===== src/design/csc_regs.svh =====
`ifndef CSC_REGS_SVH
`define CSC_REGS_SVH
// ==========================================================
// Register byte offsets
`define CSC_LOGIC_SEL_OFF 8'h7C
`define CSC_CTRL_OFF      8'hA0
`define CSC_AUX_OFF       8'hA4
`define CSC_STAT_OFF      8'hA8
// ==========================================================
// Reset values
`define CSC_LOGIC_SEL_RST 8'h00
`define CSC_CTRL_RST      8'h00
`define CSC_AUX_RST       8'h00
// ==========================================================
// Control register fields
`define CSC_EN_BIT        0
`define CSC_MODE_LSB      1
`define CSC_MODE_MSB      2
`define CSC_DS_BIT        3
`define CSC_CCLK_BIT      4
`define CSC_SWCLK_BIT     5
`define CSC_OUT_LSB       6
`define CSC_OUT_MSB       7
// Logic-select and auxiliary fields
`define CSC_FN0_LSB       0
`define CSC_FN0_MSB       3
`define CSC_FN1_LSB       4
`define CSC_FN1_MSB       7
`define CSC_CASC_BIT      0
`define CSC_DSEL0_BIT     1
// ==========================================================
// Timing and bus answers
`define CSC_PRESCALE_DEF  4
`define CSC_RESP_OKAY     2'h0
`define CSC_RESP_SLVERR   2'h2
`endif


===== src/design/csc_pkg.sv =====
package csc_pkg;
    typedef enum logic [1:0] {
        CSC_MODE_EVENT  = 2'h0,
        CSC_MODE_PULSE  = 2'h1,
        CSC_MODE_PERIOD = 2'h2,
        CSC_MODE_CONT   = 2'h3
    } csc_mode_type;
    typedef enum logic [3:0] {
        CSC_ST_IDLE  = 4'h1,
        CSC_ST_ARMED = 4'h2,
        CSC_ST_RUN   = 4'h4,
        CSC_ST_DONE  = 4'h8
    } csc_state_type;
    typedef enum logic [1:0] {
        CSC_OUT_INPUT = 2'h0,
        CSC_OUT_IRQ   = 2'h1,
        CSC_OUT_LOW   = 2'h2,
        CSC_OUT_HIGH  = 2'h3
    } csc_outsel_type;
endpackage


===== src/design/csc_cnt_if.sv =====
`timescale 1ns/10ps
`default_nettype none
interface csc_cnt_if import csc_pkg::*; ();
    logic         enable;
    logic         ds_mode;
    logic         tick;
    logic         level;
    logic         irq_evt;
    logic         cascade;
    csc_mode_type mode;
    logic [15:0]  count;
    logic         running;
    logic         done;
    modport ctrl (output enable, ds_mode, tick, level, irq_evt, cascade, mode,
                  input count, running, done);
    modport cnt  (input enable, ds_mode, tick, level, irq_evt, cascade, mode,
                  output count, running, done);
endinterface
`default_nettype wire


===== src/design/csc_lut.sv =====
`timescale 1ns/10ps
`default_nettype none
module csc_lut (
    // Comparator inputs
    input  wire logic       in_a,
    input  wire logic       in_b,
    // Function code
    input  wire logic [3:0] fn,
    // Result
    output logic            y
);
    // ==========================================================
    // Truth table: code bit indexed by inverted inputs
    function automatic logic csc_lut_eval(input logic [3:0] f, input logic a, input logic b);
        logic [1:0] idx;
        idx = {~a, ~b};
        return f[idx];
    endfunction

    // 0h low, Fh high, 3h A, 5h B, 6h-9h XOR/OR/NOR/XNOR, 1h AND, rest inverted forms
    assign y = csc_lut_eval(fn, in_a, in_b);
endmodule
`default_nettype wire


===== src/design/csc_counter.sv =====
`timescale 1ns/10ps
`default_nettype none
module csc_counter import csc_pkg::*; (
    // Clock and reset
    input  wire logic clock,
    input  wire logic nrst,
    // Control and results
    csc_cnt_if.cnt    bus
);
    csc_state_type state_r, state_nxt;
    logic [7:0]    lo_r, lo_nxt;
    logic [7:0]    hi_r, hi_nxt;
    logic          prev_r, prev_nxt;
    logic          rise, fall, stop, step;

    // ==========================================================
    // Next state
    always_comb begin
        state_nxt = state_r;
        lo_nxt    = lo_r;
        hi_nxt    = hi_r;
        prev_nxt  = bus.level;
        rise      = bus.level & ~prev_r;
        fall      = ~bus.level & prev_r;
        stop      = ((bus.mode == CSC_MODE_EVENT) & bus.irq_evt) |
                    ((bus.mode == CSC_MODE_PULSE) & fall) |
                    ((bus.mode == CSC_MODE_PERIOD) & rise);
        // Counters only toggle in delta-sigma mode
        step      = (state_r == CSC_ST_RUN) & bus.ds_mode & bus.tick;
        if (!bus.enable) begin
            state_nxt = CSC_ST_IDLE;
            lo_nxt    = 8'h00;
            hi_nxt    = 8'h00;
        end else begin
            case (state_r)
                CSC_ST_IDLE: begin
                    // Event and continuous start at enable, edge modes arm
                    if (bus.mode == CSC_MODE_EVENT || bus.mode == CSC_MODE_CONT) begin
                        state_nxt = CSC_ST_RUN;
                    end else begin
                        state_nxt = CSC_ST_ARMED;
                    end
                end
                CSC_ST_ARMED: begin
                    if (rise) begin
                        state_nxt = CSC_ST_RUN;
                    end
                end
                CSC_ST_RUN: begin
                    if (stop) begin
                        state_nxt = CSC_ST_DONE;
                    end
                end
                CSC_ST_DONE: state_nxt = CSC_ST_DONE;
                default:     state_nxt = CSC_ST_IDLE;
            endcase
            if (step) begin
                if (bus.cascade) begin
                    {hi_nxt, lo_nxt} = 16'({hi_r, lo_r} + 16'h0001);
                end else begin
                    lo_nxt = 8'(lo_r + 8'h01);
                    hi_nxt = 8'(hi_r + 8'h01);
                end
            end
        end
    end

    always_ff @(posedge clock or negedge nrst) begin
        if (!nrst) begin
            state_r <= CSC_ST_IDLE;
            lo_r    <= 8'h00;
            hi_r    <= 8'h00;
            prev_r  <= 1'b0;
        end else begin
            state_r <= state_nxt;
            lo_r    <= lo_nxt;
            hi_r    <= hi_nxt;
            prev_r  <= prev_nxt;
        end
    end

    assign bus.count   = {hi_r, lo_r};
    assign bus.running = (state_r == CSC_ST_RUN);
    assign bus.done    = (state_r == CSC_ST_DONE);

    // ==========================================================
    // Checks
    a_disable_clears: assert property (@(posedge clock) disable iff (!nrst)
        !bus.enable |=> (bus.count == 16'h0000) && !bus.running)
        else $error("counters not cleared after disable");
    a_no_ds_hold: assert property (@(posedge clock) disable iff (!nrst)
        (bus.enable && !bus.ds_mode) |=> $stable(bus.count))
        else $error("counter moved without delta-sigma mode");
    a_cont_counts: assert property (@(posedge clock) disable iff (!nrst)
        (bus.enable && bus.running && bus.mode == CSC_MODE_CONT && bus.ds_mode
         && bus.tick && !bus.cascade) |=> (lo_r == 8'($past(lo_r) + 8'h01)) && bus.running)
        else $error("continuous mode did not count");
    a_cascade_carry: assert property (@(posedge clock) disable iff (!nrst)
        (bus.enable && step && bus.cascade && lo_r == 8'hFF)
        |=> (lo_r == 8'h00) && (hi_r == 8'($past(hi_r) + 8'h01)))
        else $error("cascade carry lost");
    a_period_stop: assert property (@(posedge clock) disable iff (!nrst)
        (bus.enable && bus.running && bus.mode == CSC_MODE_PERIOD && rise) |=> bus.done)
        else $error("period mode did not stop on rising edge");
endmodule
`default_nettype wire


===== src/design/csc_top.sv =====
// Function
// - Comp0 data select routes logic output (0) or latch output (1) onward.
// - Bits 7:4 pick bus 1 function; A is comp1, B is comp0.
// - Bits 3:0 pick bus 0 function; A is comp0, B is comp1.
// - Codes 6h..9h give XOR, OR, NOR, XNOR.
// - Code 3h passes A, code 5h passes B.
// - Code 0h forces low, code Fh forces high.
// - Output select drives input, sense interrupt, low or high counter output.
// - Switch clock from prescaled oscillator (0) or pseudo-random sequence (1).
// - Counter clock from main oscillator (0) or prescaled oscillator (1).
// - Delta-sigma mode moves timer one to prescaled clock, lets counters toggle.
// - Prescaled clock runs freely from reset, whether or not delta-sigma mode is set.
// - Event mode starts at enable, stops at interrupt event.
// - Pulse width mode runs from next rising to following falling edge.
// - Period mode runs from a rising edge to the next rising edge.
// - Continuous mode runs from enable until disable.
// - Clearing enable stops and zeroes counters; setting it enables counting.
// - Cascade joins high and low counters into one 16-bit counter.
`include "csc_regs.svh"
`timescale 1ns/10ps
`default_nettype none
module csc_top import csc_pkg::*; #(
    parameter int ADDR_W   = 8,
    parameter int PRESCALE = `CSC_PRESCALE_DEF
) (
    // Clock and reset
    input  wire logic              clock,
    input  wire logic              nrst,
    // AXI4-Lite write address and data
    input  wire logic [ADDR_W-1:0] s_axi_awaddr,
    input  wire logic              s_axi_awvalid,
    output logic                   s_axi_awready,
    input  wire logic [31:0]       s_axi_wdata,
    input  wire logic [3:0]        s_axi_wstrb,
    input  wire logic              s_axi_wvalid,
    output logic                   s_axi_wready,
    // AXI4-Lite write response
    output logic [1:0]             s_axi_bresp,
    output logic                   s_axi_bvalid,
    input  wire logic              s_axi_bready,
    // AXI4-Lite read
    input  wire logic [ADDR_W-1:0] s_axi_araddr,
    input  wire logic              s_axi_arvalid,
    output logic                   s_axi_arready,
    output logic [31:0]            s_axi_rdata,
    output logic [1:0]             s_axi_rresp,
    output logic                   s_axi_rvalid,
    input  wire logic              s_axi_rready,
    // Analog side
    input  wire logic              comp0_out,
    input  wire logic              comp1_out,
    input  wire logic              comp0_latch,
    input  wire logic              sense_irq_event,
    // Clock sources
    input  wire logic              pseudo_random_seq,
    input  wire logic              slow_32k_tick,
    input  wire logic              timer_clk_sel,
    // Outputs
    output logic                   comp_bus0,
    output logic                   comp_bus1,
    output logic                   comp0_channel,
    output logic                   sense_output,
    output logic                   switch_clock_en,
    output logic                   timer_one_clock_en
);
    // Refused at elaboration: decode needs 8 address bits, prescaler at least 2
    if (ADDR_W < 8 || ADDR_W > 32 || PRESCALE < 2 || PRESCALE > 256) begin : g_bad_param
        $error("csc_top: unsupported ADDR_W or PRESCALE");
    end


    // ==========================================================
    // Address decode, one-hot {status, aux, control, logic select}
    function automatic logic [3:0] csc_decode(input logic [ADDR_W-1:0] a);
        csc_decode = {a == ADDR_W'(`CSC_STAT_OFF), a == ADDR_W'(`CSC_AUX_OFF),
                      a == ADDR_W'(`CSC_CTRL_OFF), a == ADDR_W'(`CSC_LOGIC_SEL_OFF)};
    endfunction

    csc_cnt_if cnt_if ();

    logic              aw_hold_r, aw_hold_nxt;
    logic              w_hold_r, w_hold_nxt;
    logic [ADDR_W-1:0] awaddr_r, awaddr_nxt;
    logic [7:0]        wbyte_r, wbyte_nxt;
    logic              wlane_r, wlane_nxt;
    logic              awready_r, awready_nxt;
    logic              wready_r, wready_nxt;
    logic              bvalid_r, bvalid_nxt;
    logic [1:0]        bresp_r, bresp_nxt;
    logic              arready_r, arready_nxt;
    logic              rvalid_r, rvalid_nxt;
    logic [31:0]       rdata_r, rdata_nxt;
    logic [1:0]        rresp_r, rresp_nxt;
    logic [7:0]        lsel_r, lsel_nxt;
    logic [7:0]        ctrl_r, ctrl_nxt;
    logic [7:0]        aux_r, aux_nxt;
    logic [3:0]        whit, rhit;

    // ==========================================================
    // Bus slave and register file
    always_comb begin
        aw_hold_nxt = aw_hold_r;
        w_hold_nxt  = w_hold_r;
        awaddr_nxt  = awaddr_r;
        wbyte_nxt   = wbyte_r;
        wlane_nxt   = wlane_r;
        bvalid_nxt  = bvalid_r;
        bresp_nxt   = bresp_r;
        rvalid_nxt  = rvalid_r;
        rdata_nxt   = rdata_r;
        rresp_nxt   = rresp_r;
        lsel_nxt    = lsel_r;
        ctrl_nxt    = ctrl_r;
        aux_nxt     = aux_r;
        whit        = csc_decode(awaddr_r);
        rhit        = csc_decode(s_axi_araddr);
        if (s_axi_awvalid && awready_r) begin
            aw_hold_nxt = 1'b1;
            awaddr_nxt  = s_axi_awaddr;
        end
        if (s_axi_wvalid && wready_r) begin
            w_hold_nxt = 1'b1;
            wbyte_nxt  = s_axi_wdata[7:0];
            wlane_nxt  = s_axi_wstrb[0];
        end
        if (bvalid_r && s_axi_bready) begin
            bvalid_nxt = 1'b0;
        end
        if (aw_hold_r && w_hold_r && !bvalid_r) begin
            aw_hold_nxt = 1'b0;
            w_hold_nxt  = 1'b0;
            bvalid_nxt  = 1'b1;
            bresp_nxt   = (whit == 4'h0) ? `CSC_RESP_SLVERR : `CSC_RESP_OKAY;
            if (wlane_r) begin
                if (whit[0]) begin
                    lsel_nxt = wbyte_r;
                end
                // Mode and selects are used live; software keeps them still while enabled
                if (whit[1]) begin
                    ctrl_nxt = wbyte_r;
                end
                if (whit[2]) begin
                    aux_nxt = {6'h00, wbyte_r[1:0]};
                end
            end
        end
        if (rvalid_r && s_axi_rready) begin
            rvalid_nxt = 1'b0;
        end
        if (s_axi_arvalid && arready_r) begin
            rvalid_nxt = 1'b1;
            rresp_nxt  = (rhit == 4'h0) ? `CSC_RESP_SLVERR : `CSC_RESP_OKAY;
            rdata_nxt  = 32'h0000_0000;
            case (1'b1)
                rhit[0]: rdata_nxt = {24'h00_0000, lsel_r};
                rhit[1]: rdata_nxt = {24'h00_0000, ctrl_r};
                rhit[2]: rdata_nxt = {24'h00_0000, aux_r};
                rhit[3]: rdata_nxt = {14'h0000, cnt_if.done, cnt_if.running, cnt_if.count};
                default: rdata_nxt = 32'h0000_0000;
            endcase
        end
        awready_nxt = !aw_hold_nxt;
        wready_nxt  = !w_hold_nxt;
        arready_nxt = !rvalid_nxt;
    end

    always_ff @(posedge clock or negedge nrst) begin
        if (!nrst) begin
            aw_hold_r <= 1'b0;
            w_hold_r  <= 1'b0;
            awaddr_r  <= '0;
            wbyte_r   <= 8'h00;
            wlane_r   <= 1'b0;
            awready_r <= 1'b0;
            wready_r  <= 1'b0;
            bvalid_r  <= 1'b0;
            bresp_r   <= `CSC_RESP_OKAY;
            arready_r <= 1'b0;
            rvalid_r  <= 1'b0;
            rdata_r   <= 32'h0000_0000;
            rresp_r   <= `CSC_RESP_OKAY;
            lsel_r    <= `CSC_LOGIC_SEL_RST;
            ctrl_r    <= `CSC_CTRL_RST;
            aux_r     <= `CSC_AUX_RST;
        end else begin
            aw_hold_r <= aw_hold_nxt;
            w_hold_r  <= w_hold_nxt;
            awaddr_r  <= awaddr_nxt;
            wbyte_r   <= wbyte_nxt;
            wlane_r   <= wlane_nxt;
            awready_r <= awready_nxt;
            wready_r  <= wready_nxt;
            bvalid_r  <= bvalid_nxt;
            bresp_r   <= bresp_nxt;
            arready_r <= arready_nxt;
            rvalid_r  <= rvalid_nxt;
            rdata_r   <= rdata_nxt;
            rresp_r   <= rresp_nxt;
            lsel_r    <= lsel_nxt;
            ctrl_r    <= ctrl_nxt;
            aux_r     <= aux_nxt;
        end
    end

    assign s_axi_awready = awready_r;
    assign s_axi_wready  = wready_r;
    assign s_axi_bvalid  = bvalid_r;
    assign s_axi_bresp   = bresp_r;
    assign s_axi_arready = arready_r;
    assign s_axi_rvalid  = rvalid_r;
    assign s_axi_rdata   = rdata_r;
    assign s_axi_rresp   = rresp_r;

    // ==========================================================
    // Comparator logic functions
    logic bus0_y, bus1_y, chan0;

    csc_lut u_fn0 (
        .in_a (comp0_out),
        .in_b (comp1_out),
        .fn   (lsel_r[`CSC_FN0_MSB:`CSC_FN0_LSB]),
        .y    (bus0_y)
    );
    csc_lut u_fn1 (
        .in_a (comp1_out),
        .in_b (comp0_out),
        .fn   (lsel_r[`CSC_FN1_MSB:`CSC_FN1_LSB]),
        .y    (bus1_y)
    );

    assign chan0 = aux_r[`CSC_DSEL0_BIT] ? comp0_latch : bus0_y;

    // ==========================================================
    // Clocking and counter control
    localparam int PW = $clog2(PRESCALE);

    logic [PW-1:0] presc_r, presc_nxt;
    logic          presc_tick;
    logic          bus0_r, bus1_r, chan0_r, sout_r, swclk_r, t1clk_r;
    logic          sout_nxt, swclk_nxt, t1clk_nxt;

    // Prescaler never stops, so its phase stays free-running from reset on
    assign presc_tick = (presc_r == PW'(PRESCALE - 1));

    assign cnt_if.enable  = ctrl_r[`CSC_EN_BIT];
    assign cnt_if.mode    = csc_mode_type'(ctrl_r[`CSC_MODE_MSB:`CSC_MODE_LSB]);
    assign cnt_if.ds_mode = ctrl_r[`CSC_DS_BIT];
    assign cnt_if.tick    = ctrl_r[`CSC_CCLK_BIT] ? presc_tick : 1'b1;
    assign cnt_if.level   = chan0;
    assign cnt_if.irq_evt = sense_irq_event;
    assign cnt_if.cascade = aux_r[`CSC_CASC_BIT];

    csc_counter u_counter (
        .clock (clock),
        .nrst  (nrst),
        .bus   (cnt_if)
    );

    always_comb begin
        presc_nxt = presc_tick ? '0 : PW'(presc_r + PW'(1));
        case (csc_outsel_type'(ctrl_r[`CSC_OUT_MSB:`CSC_OUT_LSB]))
            CSC_OUT_INPUT: sout_nxt = chan0;
            CSC_OUT_IRQ:   sout_nxt = sense_irq_event;
            CSC_OUT_LOW:   sout_nxt = cnt_if.count[7];
            CSC_OUT_HIGH:  sout_nxt = cnt_if.count[15];
            default:       sout_nxt = 1'b0;
        endcase
        swclk_nxt = ctrl_r[`CSC_SWCLK_BIT] ? pseudo_random_seq : presc_tick;
        if (ctrl_r[`CSC_DS_BIT]) begin
            t1clk_nxt = presc_tick;
        end else begin
            t1clk_nxt = timer_clk_sel ? slow_32k_tick : 1'b1;
        end
    end

    always_ff @(posedge clock or negedge nrst) begin
        if (!nrst) begin
            presc_r <= '0;
            bus0_r  <= 1'b0;
            bus1_r  <= 1'b0;
            chan0_r <= 1'b0;
            sout_r  <= 1'b0;
            swclk_r <= 1'b0;
            t1clk_r <= 1'b0;
        end else begin
            presc_r <= presc_nxt;
            bus0_r  <= bus0_y;
            bus1_r  <= bus1_y;
            chan0_r <= chan0;
            sout_r  <= sout_nxt;
            swclk_r <= swclk_nxt;
            t1clk_r <= t1clk_nxt;
        end
    end

    assign comp_bus0          = bus0_r;
    assign comp_bus1          = bus1_r;
    assign comp0_channel      = chan0_r;
    assign sense_output       = sout_r;
    assign switch_clock_en    = swclk_r;
    assign timer_one_clock_en = t1clk_r;

    // ==========================================================
    // Checks
    a_bus0_xor: assert property (@(posedge clock) disable iff (!nrst)
        (lsel_r[3:0] == 4'h6) |=> (comp_bus0 == ($past(comp0_out) ^ $past(comp1_out))))
        else $error("bus 0 xor wrong");
    a_bus1_pass_b: assert property (@(posedge clock) disable iff (!nrst)
        (lsel_r[7:4] == 4'h5) |=> (comp_bus1 == $past(comp0_out)))
        else $error("bus 1 pass B wrong");
    a_swclk_prs: assert property (@(posedge clock) disable iff (!nrst)
        ctrl_r[5] |=> (switch_clock_en == $past(pseudo_random_seq)))
        else $error("switch clock source wrong");
    a_sense_out_irq: assert property (@(posedge clock) disable iff (!nrst)
        (ctrl_r[7:6] == 2'h1) |=> (sense_output == $past(sense_irq_event)))
        else $error("sense output not interrupt");
endmodule
`default_nettype wire


===== config.mk =====
export PLATFORM = sky130hd
export DESIGN_NAME = csc_top
export DESIGN_NICKNAME = d
export VERILOG_FILES = /design/src/design/csc_pkg.sv /design/src/design/csc_cnt_if.sv /design/src/design/csc_lut.sv /design/src/design/csc_counter.sv /design/src/design/csc_top.sv
export VERILOG_INCLUDE_DIRS = /design/src /design/src/design
export SDC_FILE = /design/constraint.sdc
export NUM_CORES = 1
export LEC_CHECK = 0
export BUFFER_PORTS_ARGS = -buffer_cell sky130_fd_sc_hd__buf_2
export CAP_MARGIN = 20
export CORE_ASPECT_RATIO = 1.1
export CORE_MARGIN = 2
export CORE_UTILIZATION = 35
export CTS_CLUSTER_SIZE = 20
export DETAILED_ROUTE_END_ITERATION = 8
export SETUP_SLACK_MARGIN = 0.05
export SLEW_MARGIN = 40
export SYNTH_ARGS = -nofsm -noshare
export SYNTH_HDL_FRONTEND = slang
export SYNTH_HIERARCHICAL = 1
export SYNTH_SLANG_ARGS = --single-unit
export TNS_END_PERCENT = 1

===== constraint.sdc =====
create_clock -name clock -period 3.75 [get_ports clock]
set_input_delay 0.1875 -clock clock [delete_from_list [all_inputs] [get_ports clock]]
set_output_delay 0.1875 -clock clock [all_outputs]
set_load 0.05 [all_outputs]

==> impl_metrics.csv <==
group,metric,value,unit
run_status,status,"completed",
timing,period_share,61.01,%
route,routed_wl,9370,um
clocking,cts_buffers,9,
yosys,synth_area_leaders,"dfrtp_1 (53%), mux2_2 (11%), buf_4 (2.8%), o21ai_0 (2.6%), a22o_1 (2.0%)",
worst_setup_path,rrSetupSlack,1.46,ns
layout,num-fill-cells,1122,
layout,fin_nets,504,
layout,seq_area,0.002278,mm2
yosys,yosys.area_share.simple,13.85,%
worst_setup_path,max_stage_delay,0.53,ns
layout,fin_cells,590,
power,ir_drop,0.2745,mV
clocking,cts-root-buf,"clkbuf_16",
run,max_cap_viol_count,0,
timing,worst_pin_slew,0.7114,ns
yosys,netlist.top_cell.by_area,"dfrtp_1",
worst_setup_path,crit_family,"simple AND/OR/NAND/NOR gates",
worst_setup_path,worstPathArrival,2.50,ns
global_routing,grt_overflow,0,
route,first_pass_iters,6,
floorplanning,rows,42,
layout,drive_gt1_share,31.65,%
floorplanning,die_h,119.9,um
layout,antenna_cells,0,
global_routing,grt_pass1_vias,3087,
global_routing,grt_use_total,15.41,%
clocking,cts_resized,0,
yosys,synth_seq_area_share,53.31,%
yosys,syn_area,0.004274,mm2
yosys,synth_compound_area_share,10.42,%
timing,drv_slew,0,
timing,tns,0,ns
timing,setup_viol,0,
yosys,synth_top_area_share,52.69,%
route,dr_total_vias,3008,
clocking,cts_setup_buffers,0,
yosys,yosys.area_share.adder,1.756,%
place,placed_cells,574,
clocking,cts.clk_slew.worst_paths,0.06,ns
yosys,synth_cells,361,
route,drtIter0Drc,128,
clocking,cts_tree,"done",
floorplanning,ios,113,
floorplanning,start_util,35.67,%
worst_setup_path,cp_num_buf_inv,0,
route,post-route-drc-count,0,
global_routing,antenna_found_initial,0,
timing,worst_hold_slack,0.01371,ns
clocking,clock_latency,0.34,ns
clocking,clkSinkCount,91,
place,portBuffers,69,
timing,layout_min_cycle_time,2.288,ns
floorplanning,coreArea,0.01198,mm2
timing,maxSlewHeadroom,52.46,%
worst_setup_path,worstSetupStartpointType,"flop",
yosys,yosysWarnings,6,
place,place.gp.congestion,0.8599,
worst_setup_path,slowest_stage,"or4b_4",
layout,multi_input_area,0.001822,mm2
worst_setup_path,worstSetupPathType,"flop to flop",
layout,layout_commonest_cell,"dfrtp_1",
place,hpwl,6905,um
yosys,syn_avg_cell_area,11.84,um2
worst_setup_path,path_cells,"or3b_1 > or4b_4 > nor4_4 > mux2_2",
global_routing,grt_pass1_wl,15530,um
clocking,htree_levels,3,
clocking,clk_path_buf_depth,2,
worst_setup_path,cp-end-kind,"flop",
timing,skew,0.009338,ns
yosys,synth.area.mux_share,13.55,%
route,routed_via_density,5.098,
floorplanning,fp.dieW,109.4,um
route,wl_per_cell,15.88,um
global_routing,grt_max_degree,62,
timing,hold_viol,0,
yosys,synthXorXnorAreaFrac,1.639,%
hold_path,hold_class,"input pin to flop",
yosys,synth_seq_cells,91,
yosys,synth_top_family_by_area,"simple AND/OR/NAND/NOR gates",
route,ant_nets,0,
power,power.leakage,0.002303,uW
power,p_per_area,568.8,mW/mm2
yosys,synth.distinct_cells,52,
worst_setup_path,required,3.97,ns
layout,area_delta_synth_final,18.06,%
worst_setup_path,cp_max_fo,8,
timing,fmax,437.1,MHz
timing,rsz0062_at_grt,"false",
floorplanning,die-area,0.01311,mm2
layout,final_cell_mix,"dfrtp_1 (90), buf_2 (68), mux2_2 (41)",
synth_stat cells (all sizes together):
cell,instances
dfrtp,90
mux2,43
o21ai,22
nor2,20
buf,18
nand3,14
a21oi,13
nand2,13
inv,12
a22o,10
clkbuf,8
a221oi,6
ha,6
nor4,6
and2,5
nor2b,5
o31ai,5
or4b,5
xnor2,5
or3,4
or4,4
and3,3
and4,3
mux4,3
nand2b,3
nor3b,3
xor2,3
a31oi,2
clkinv,2
mux2i,2
nand3b,2
nand4,2
nor3,2
nor4b,2
o21a,2
o221ai,2
o2bb2ai,2
or3b,2
a211oi,1
a21boi,1
a21o,1
and3b,1
conb,1
dfstp,1
o21bai,1
through the flow:
step / setup WS, ns / power (uW) / cell area, um2 / util [%]
2_1_floorplan: 1.574 / 1750 / 4330 / -
3_3_place_gp: 1.452 / 1897 / 4706 / 39.28
3_5_place_dp: 1.428 / 1920 / 4706 / 39.28
4_1_cts: 1.416 / 2906 / 5042 / 42.08
5_1_grt: 1.336 / 3023 / 5046 / 42.12
6_report: 1.462 / 2870 / 5046 / 42.12
registers in the layout, summed over array words and instances, names as in the netlist, 2 cells and up:
| name | flops |
|---|---|
| s_axi_rdata | 18 |
| awaddr_r | 8 |
| ctrl_r | 8 |
| lsel_r | 8 |
| u_counter/hi_r | 8 |
| u_counter/lo_r | 8 |
| wbyte_r | 8 |
| u_counter/state_r | 4 |
| aux_r | 2 |
| presc_r | 2 |
cell families (layout without fill, tap and decap cells):
family                     after synthesis  after routing
adders and majority gates                6              6
DFF                                     91             91
other                                    1             16
AOI/OAI and AO/OA                       68             68
muxes                                   48             48
buffers and inverters                   40            100
xor gates and xnor gates                 8              8
and+or+nand+nor                         99             99
worst paths after layout:
| check | from | to | cells past startpoint |
|---|---|---|---|
| worst max-delay path | awaddr_r[1] | ctrl_r[2] | 4 |
| worst min-delay path | timer_clk_sel | timer_one_clock_en | 2 |
| worst max register to register | awaddr_r[1] | ctrl_r[2] | 4 |
| worst min register to register | presc_r[0] | presc_r[0] | 1 |
| max in group asynchronous | nrst | ctrl_r[6] | 3 |
| min in group asynchronous | nrst | s_axi_rdata[0] | 2 |
area by class of cell:
type,instances,share of cell area [%]
Tap cell,154,3.819
Timing Repair Buffer,71,7.315
Clock inverter,4,1.463
Clock buffer,11,5.009
Multi-Input combinational cell,245,36.10
Inverter,14,1.141
Sequential cell,91,45.15
power breakdown:
part | switching (uW) | internal (uW)
clock | 363 | 616
combinational | 382 | 219
sequential | 133 | 1160
total | 878 | 1990
metal layers:
metal	vias up	track usage (%)	wire (um)
li1	1438	-	-
met1	1474	20.01	4076
met2	81	25.23	4675
met3	15	3.476	448
met4	0	5.222	169
met5	-	0	0
worst register-to-register path: cells and delay by family, from the launching register on:
kind | cells | cell delay (ns)
AND/OR/NAND/NOR | 3 | 1.40
multiplexers | 1 | 0.41
flip-flops | 1 | 0.37
repair_timing:
item | 4_1_cts | 5_1_grt
hold buffers | 1 | 0
endpoints found under the hold margin | 59 | 0
endpoints found under the setup margin | 0 | 0
Note: power is estimated with default switching activity, not from simulation.
